===== config.mk =====
export PLATFORM = sky130hd
export DESIGN_NAME = leaky_bucket
export DESIGN_NICKNAME = d
export VERILOG_FILES = /design/src/include/bucket_pkg.sv /design/src/include/bucket_if.sv /design/src/verilog/bucket_cycle_timer.sv /design/src/verilog/leaky_bucket.sv
export SDC_FILE = /design/constraint.sdc
export NUM_CORES = 1
export LEC_CHECK = 0
export BUFFER_PORTS_ARGS = -buffer_cell sky130_fd_sc_hd__buf_2
export CELL_PAD_IN_SITES_DETAIL_PLACEMENT = 2
export CELL_PAD_IN_SITES_GLOBAL_PLACEMENT = 2
export CORE_UTILIZATION = 30
export DETAILED_ROUTE_END_ITERATION = 16
export PLACE_DENSITY = 0.77
export REMOVE_ABC_BUFFERS = 1
export SLEW_MARGIN = 15
export SYNTH_ARGS = -nofsm -noshare
export SYNTH_HDL_FRONTEND = slang
export SYNTH_SLANG_ARGS = --single-unit

===== constraint.sdc =====
create_clock -name clock -period 3.1 [get_ports clock]
set_input_delay 0.62 -clock clock [delete_from_list [all_inputs] [get_ports clock]]
set_output_delay 0.62 -clock clock [all_outputs]
set_load 0.1 [all_outputs]

===== src/include/bucket_pkg.sv =====
/*
 Package for the input activity leaky bucket: register map, reset values, timing.
 Assumes a 25 MHz system clock and a classic Wishbone register bus.
*/
package bucket_pkg;
   localparam int unsigned CLK_HZ          = 25_000_000;
   localparam int unsigned CYCLE_MS        = 128;
   localparam int unsigned CYCLE_CLKS      = CLK_HZ / 1000 * CYCLE_MS;
   localparam int unsigned ADDR_W          = 10;
   localparam int unsigned DATA_W          = 32;
   localparam int unsigned COUNT_W         = 8;
   localparam int unsigned RATE_W          = 2;
   localparam logic [7:0]  IDX_LEAK_RATE   = 8'h57;
   localparam logic [7:0]  IDX_LIMIT       = 8'h56;
   localparam logic [7:0]  IDX_UPPER       = 8'h60;
   localparam logic [7:0]  IDX_STATUS      = 8'h61;
   localparam logic [ADDR_W-1:0] ADDR_LEAK_RATE = {IDX_LEAK_RATE, 2'b00};
   localparam logic [ADDR_W-1:0] ADDR_LIMIT     = {IDX_LIMIT, 2'b00};
   localparam logic [ADDR_W-1:0] ADDR_UPPER     = {IDX_UPPER, 2'b00};
   localparam logic [ADDR_W-1:0] ADDR_STATUS    = {IDX_STATUS, 2'b00};
   localparam logic [RATE_W-1:0]  RESET_LEAK_RATE = 2'h1;
   localparam logic [COUNT_W-1:0] RESET_LIMIT     = 8'h08;
   localparam logic [COUNT_W-1:0] RESET_UPPER     = 8'h06;
   localparam int unsigned STATUS_ALARM_BIT = 8;
   localparam int unsigned STATUS_COUNT_LSB = 0;
endpackage


===== src/include/bucket_if.sv =====
/*
 Interface between the bucket top and its cycle timer.
 Assumes both ends share one clock.
*/
`timescale 1ns/10ps
interface bucket_if;
   logic cycle_tick;
   modport timer (output cycle_tick);
   modport user  (input  cycle_tick);
endinterface // bucket_if


===== src/verilog/bucket_cycle_timer.sv =====
/*
 Free running timer that pulses once per bucket cycle.
 Assumes rst_n is asynchronous active low and clock is the system clock.
*/
`timescale 1ns/10ps
module bucket_cycle_timer
   import bucket_pkg::*;
#(
   parameter int unsigned PERIOD_CLKS = CYCLE_CLKS
) (
   input  wire logic clock,
   input  wire logic rst_n,
   bucket_if.timer   tmr
);
   // Elaboration check: the 28-bit counter bounds the period
   if (PERIOD_CLKS < 2 || PERIOD_CLKS > 32'h0fff_ffff) begin : g_bad_period
      $error("bad period");
   end

   logic [27:0] count_reg;
   logic        tick_reg;
   wire         at_end = (count_reg == 28'(PERIOD_CLKS - 1));

   always_ff @(posedge clock or negedge rst_n) begin
      if (!rst_n) begin
         count_reg <= 28'h0;
         tick_reg  <= 1'b0;
      end else begin
         count_reg <= at_end ? 28'h0 : count_reg + 28'h1;
         tick_reg  <= at_end;
      end
   end

   assign tmr.cycle_tick = tick_reg;
endmodule // bucket_cycle_timer


===== src/verilog/leaky_bucket.sv =====
/*
 Leaky bucket accumulator for input activity, configuration one, with Wishbone slave.
 Assumes fault_in comes from off-domain monitor logic, held across a bucket cycle.
*/
// Behaviour
// - Each bucket cycle with a fault seen adds one to the count, up to the bucket limit.
// - Each leak period of 1, 2, 4 or 8 fault-free cycles subtracts one, down to zero.
// - Leak codes 00..11 mean one count per 128, 256, 512, 1024 ms.
// - The count saturates at the programmed bucket limit.
// - Fastest leak setting gives one decrement chance per bucket cycle.
// - Count reaching the upper threshold raises the inactivity alarm.
`timescale 1ns/10ps
module leaky_bucket
   import bucket_pkg::*;
#(
   parameter int unsigned PERIOD_CLKS = CYCLE_CLKS
) (
   input  wire logic              clock,
   input  wire logic              rst_n,
   input  wire logic              fault_in,
   input  wire logic              wb_cyc_i,
   input  wire logic              wb_stb_i,
   input  wire logic              wb_we_i,
   input  wire logic [ADDR_W-1:0] wb_adr_i,
   input  wire logic [3:0]        wb_sel_i,
   input  wire logic [DATA_W-1:0] wb_dat_i,
   output logic      [DATA_W-1:0] wb_dat_o,
   output logic                   wb_ack_o,
   output logic                   alarm
);
   if (PERIOD_CLKS < 2) begin : g_bad_period
      $error("period too short");
   end

   bucket_if bif ();

   bucket_cycle_timer #(
      .PERIOD_CLKS (PERIOD_CLKS)
   ) u_timer (
      .clock (clock),
      .rst_n (rst_n),
      .tmr   (bif.timer)
   );

   // Fault pin is asynchronous to this clock
   logic sync1_reg;
   logic sync2_reg;
   always_ff @(posedge clock or negedge rst_n) begin
      if (!rst_n) begin
         sync1_reg <= 1'b0;
         sync2_reg <= 1'b0;
      end else begin
         sync1_reg <= fault_in;
         sync2_reg <= sync1_reg;
      end
   end

   // Any fault within the cycle is latched until the cycle end
   logic seen_reg;
   wire  tick = bif.cycle_tick;
   always_ff @(posedge clock or negedge rst_n) begin
      if (!rst_n) seen_reg <= 1'b0;
      // Restart empty at the tick so one sample is not counted in two cycles
      else        seen_reg <= tick ? 1'b0 : (seen_reg | sync2_reg);
   end
   wire cycle_fault = seen_reg | sync2_reg;

   logic [RATE_W-1:0]  leak_rate_reg;
   logic [COUNT_W-1:0] limit_reg;
   logic [COUNT_W-1:0] upper_reg;
   logic [COUNT_W-1:0] count_reg;
   logic [COUNT_W-1:0] count_next;
   logic [2:0]         quiet_reg;
   logic [2:0]         quiet_next;
   logic               alarm_reg;

   function automatic logic [2:0] leak_last(input logic [RATE_W-1:0] code);
      // Code n means a leak every 2**n bucket cycles
      unique case (code)
         2'b00: leak_last = 3'd0;
         2'b01: leak_last = 3'd1;
         2'b10: leak_last = 3'd3;
         2'b11: leak_last = 3'd7;
      endcase
   endfunction

   wire period_done = (quiet_reg == leak_last(leak_rate_reg));

   always_comb begin
      count_next = count_reg;
      quiet_next = quiet_reg;
      if (tick) begin
         if (cycle_fault) begin
            quiet_next = 3'd0;
            if (count_reg < limit_reg)
               count_next = count_reg + 8'h01;
            else
               count_next = limit_reg;
         end else if (period_done) begin
            quiet_next = 3'd0;
            if (count_reg != 8'h00)
               count_next = count_reg - 8'h01;
         end else begin
            quiet_next = quiet_reg + 3'd1;
         end
      end
   end

   always_ff @(posedge clock or negedge rst_n) begin
      if (!rst_n) begin
         count_reg <= 8'h00;
         quiet_reg <= 3'd0;
         alarm_reg <= 1'b0;
      end else begin
         count_reg <= count_next;
         quiet_reg <= quiet_next;
         alarm_reg <= (count_next >= upper_reg);
      end
   end

   // Wishbone: one wait state, ack drops in the cycle after it is given
   wire req  = wb_cyc_i & wb_stb_i & ~wb_ack_o;
   wire wr0  = req & wb_we_i & wb_sel_i[0];
   wire sel_rate   = (wb_adr_i == ADDR_LEAK_RATE);
   wire sel_limit  = (wb_adr_i == ADDR_LIMIT);
   wire sel_upper  = (wb_adr_i == ADDR_UPPER);
   wire sel_status = (wb_adr_i == ADDR_STATUS);

   wire [DATA_W-1:0] rd_rate   = {30'h0, leak_rate_reg};
   wire [DATA_W-1:0] rd_limit  = {24'h0, limit_reg};
   wire [DATA_W-1:0] rd_upper  = {24'h0, upper_reg};
   wire [DATA_W-1:0] rd_status = {23'h0, alarm_reg, count_reg};
   wire [DATA_W-1:0] rd_mux    = sel_rate   ? rd_rate   :
                                 sel_limit  ? rd_limit  :
                                 sel_upper  ? rd_upper  :
                                 sel_status ? rd_status : 32'h0;

   always_ff @(posedge clock or negedge rst_n) begin
      if (!rst_n) begin
         leak_rate_reg <= RESET_LEAK_RATE;
         limit_reg     <= RESET_LIMIT;
         upper_reg     <= RESET_UPPER;
         wb_ack_o      <= 1'b0;
         wb_dat_o      <= 32'h0;
      end else begin
         wb_ack_o <= req;
         wb_dat_o <= req ? rd_mux : 32'h0;
         if (wr0 && sel_rate)  leak_rate_reg <= wb_dat_i[1:0];
         if (wr0 && sel_limit) limit_reg     <= wb_dat_i[7:0];
         if (wr0 && sel_upper) upper_reg     <= wb_dat_i[7:0];
      end
   end

   assign alarm = alarm_reg;
endmodule // leaky_bucket


==> results.yml <==
clock_tree:
  clock_latency_ns: 0.35
  cts_sinks: 72
  cts-buffers-inserted: 9
  cts-root-buf: "clkbuf_16"
  cts_buffer_depth: 2
  cts_tree: "built"
  h-tree-depth: 3
  clk_pin_slew_ns: 0.06
  ctsHoldBuffers: 0
route:
  avgViaCountPerCell: 4.98
  drt-initial-drc-count: 148
  drc: 0
  wirelength_um: 12200
  vias: 3236
  wire_per_inst_um: 18.7
  ant_nets: 0
  first_pass_iters: 4
global_route:
  antenna_found_initial: 0
  track_usage_pct: 18.3
  grt_pass1_wl_um: 19700
  grt.overflow.total: 0
  grt_max_degree: 43
  first_global_vias: 3698
synthesis:
  syn_avg_cell_area_um2: 10.1
  synth_edf_count: 0
  async_reset_ff_share_pct: 100
  synthTopCellsByArea: "dfrtp_1, ha_1, mux2_2"
  synth.cell_area_um2: 4090
  synth_most_common_cell: "dfrtp_1"
  synth_common_cells: "dfrtp_1, nor2_1, nand2_1"
  synth.top_cell.area_share_pct: 41.6
  syn_inst: 406
  synth_seq_cells: 72
  ys_types: 59
  synth_top_area_cell: "dfrtp_1"
  synth_top_flop_cell: "dfrtp_1"
  yosysWarnings: 0
  synth_seq_area_share_pct: 44.2
hold_path:
  hp-class: "primary input to asynchronous set/reset pin"
sta:
  fin_worst_skew_ns: 0.00885
  grt_setup_unrepaired: "yes"
  period_share_pct: 101
  hold_viol: 0
  fin_ws_ns: -0.0302
  setup_tns_ns: -0.0302
  clock.fmax_mhz: 319
  min_period_ns: 3.13
  setup_viol: 1
  slew_headroom_pct: 45.3
  drv_slew: 0
  max_slew.worst_pin.slew_ns: 0.821
worst_setup_path:
  worstSetupStartpointType: "flop"
  path_max_fanout: 4
  crit_type: "flop to flop"
  required_ns: 3.32
  end_kind: "flop"
  worstPathArrival_ns: 3.35
placement:
  place_congestion: 0.749
  io_buffers: 35
  dp_hpwl_um: 8810
layout:
  largest_reg_flops: 28
  final_util_pct: 37.6
  syn_to_final_growth_pct: 22.1
  layout-drive-gt1-share_pct: 27.2
  fin_nets: 541
  diodes: 0
die:
  rows: 42
  ios: 86
  initial_core_util_pct: 30.8
  dieArea_um2: 14100
  core_um2: 13300
  die_w_um: 119
  fp.dieH_um: 119
status:
  status: "complete, but fails checks"
  violations: "setup timing"
job:
  max_cap_viol_count: 0
power:
  p_leak_nw: 2.25
  power.density_nw_per_um2: 460
  finalPower_mw: 2.30
  ir_drop_uv: 242
==> kinds of logic (layout without fill, tap and decap cells) <==
group	after synthesis	after routing	synth area share (%)
simple gates	141	141	17.3
mux	25	25	6.73
flops	72	72	44.2
fa+ha+maj	20	20	6.12
compound gates	59	59	11.7
buf+inv	58	104	7.49
other cells	1	23	0.0917
xor+xnor	30	30	6.42
==> layout make-up <==
class                           instances  area (um2)
Tap cell                              176         220
Clock buffer                           10         239
Fill cell                            1459        8300
Inverter                               21        78.8
Sequential cell                        72        1810
Clock inverter                          6        91.3
Timing Repair Buffer                   67         432
Multi-Input combinational cell        298        2130
==> cells in the final DEF, fill, tap and decap left out, types with 5 or more instances in the layout <==
master     Yosys  final
clkbuf_16      0      9
buf_2          2     35
inv_1         21     20
and3_1         5      5
nand3_1       21     21
dfrtp_1       68     68
mux2_2        20     20
buf_4         23     30
nand4_1        8      8
nor2_1        41     41
ha_1          20     18
nand2_1       26     26
o21ai_0        9      8
conb_1         1     23
xnor2_1       20     20
xor2_1        10     10
nor3_1         6      6
a2bb2oi_1      6      6
a22oi_1        8      8
nor4_1         6      6
==> repair_timing <==
action / CTS / global route
gates cloned: 0 / 0
setup endpoints to repair: 1 / 1
pin swaps: 11 / 10
resized for setup: 10 / 6
setup buffers: 2 / 2
==> worst max-delay path: stages, from the launching register on <==
cell	delay [ns]
dfrtp_1	0.38
inv_2	0.08
ha_4	0.20
a2111o_1	0.45
a211oi_4	0.36
nor3b_4	0.26
o21ai_2	0.08
o211ai_1	0.11
ha_1	0.27
nand2b_4	0.14
a21o_1	0.18
a21oi_2	0.14
nor2b_1	0.06
o211ai_1	0.18
a21oi_1	0.10
==> worst paths after layout <==
check,from,end,slack (ns),cells past startpoint
max,limit_reg[1],alarm,-0.03,14
min,rst_n,count_reg[5],0.36,1
max reg2reg,limit_reg[1],alarm,-0.03,14
min reg2reg,sync1_reg,sync2_reg,0.39,0
max in group asynchronous,rst_n,upper_reg[1],1.95,2
min in group clock,sync1_reg,sync2_reg,0.39,0
==> stage by stage <==
step,area [um2],setup WS [ns],hold WS [ns],cells
floorplan,3950,-0.144,0.324,391
global placement,4560,-0.0877,0.336,630
detailed placement,4560,-0.199,0.390,630
CTS,4950,-0.0274,0.384,648
global route,4990,-0.195,0.397,650
finish,4990,-0.0302,0.363,650
==> power breakdown <==
| part | switching, mW | internal, mW |
|---|---|---|
| registers | 0.00167 | 0.943 |
| logic | 0.169 | 0.0230 |
| clock network | 0.429 | 0.730 |
==> routing by layer <==
metal	vias to the layer above	GRT usage, %	share of wire (%)
met5	-	0	0
met2	63	33.3	54
li1	1508	-	-
met4	0	7.59	2.3
met3	17	4.01	2.9
met1	1648	20.5	41
(Power assumes the default switching activity.)
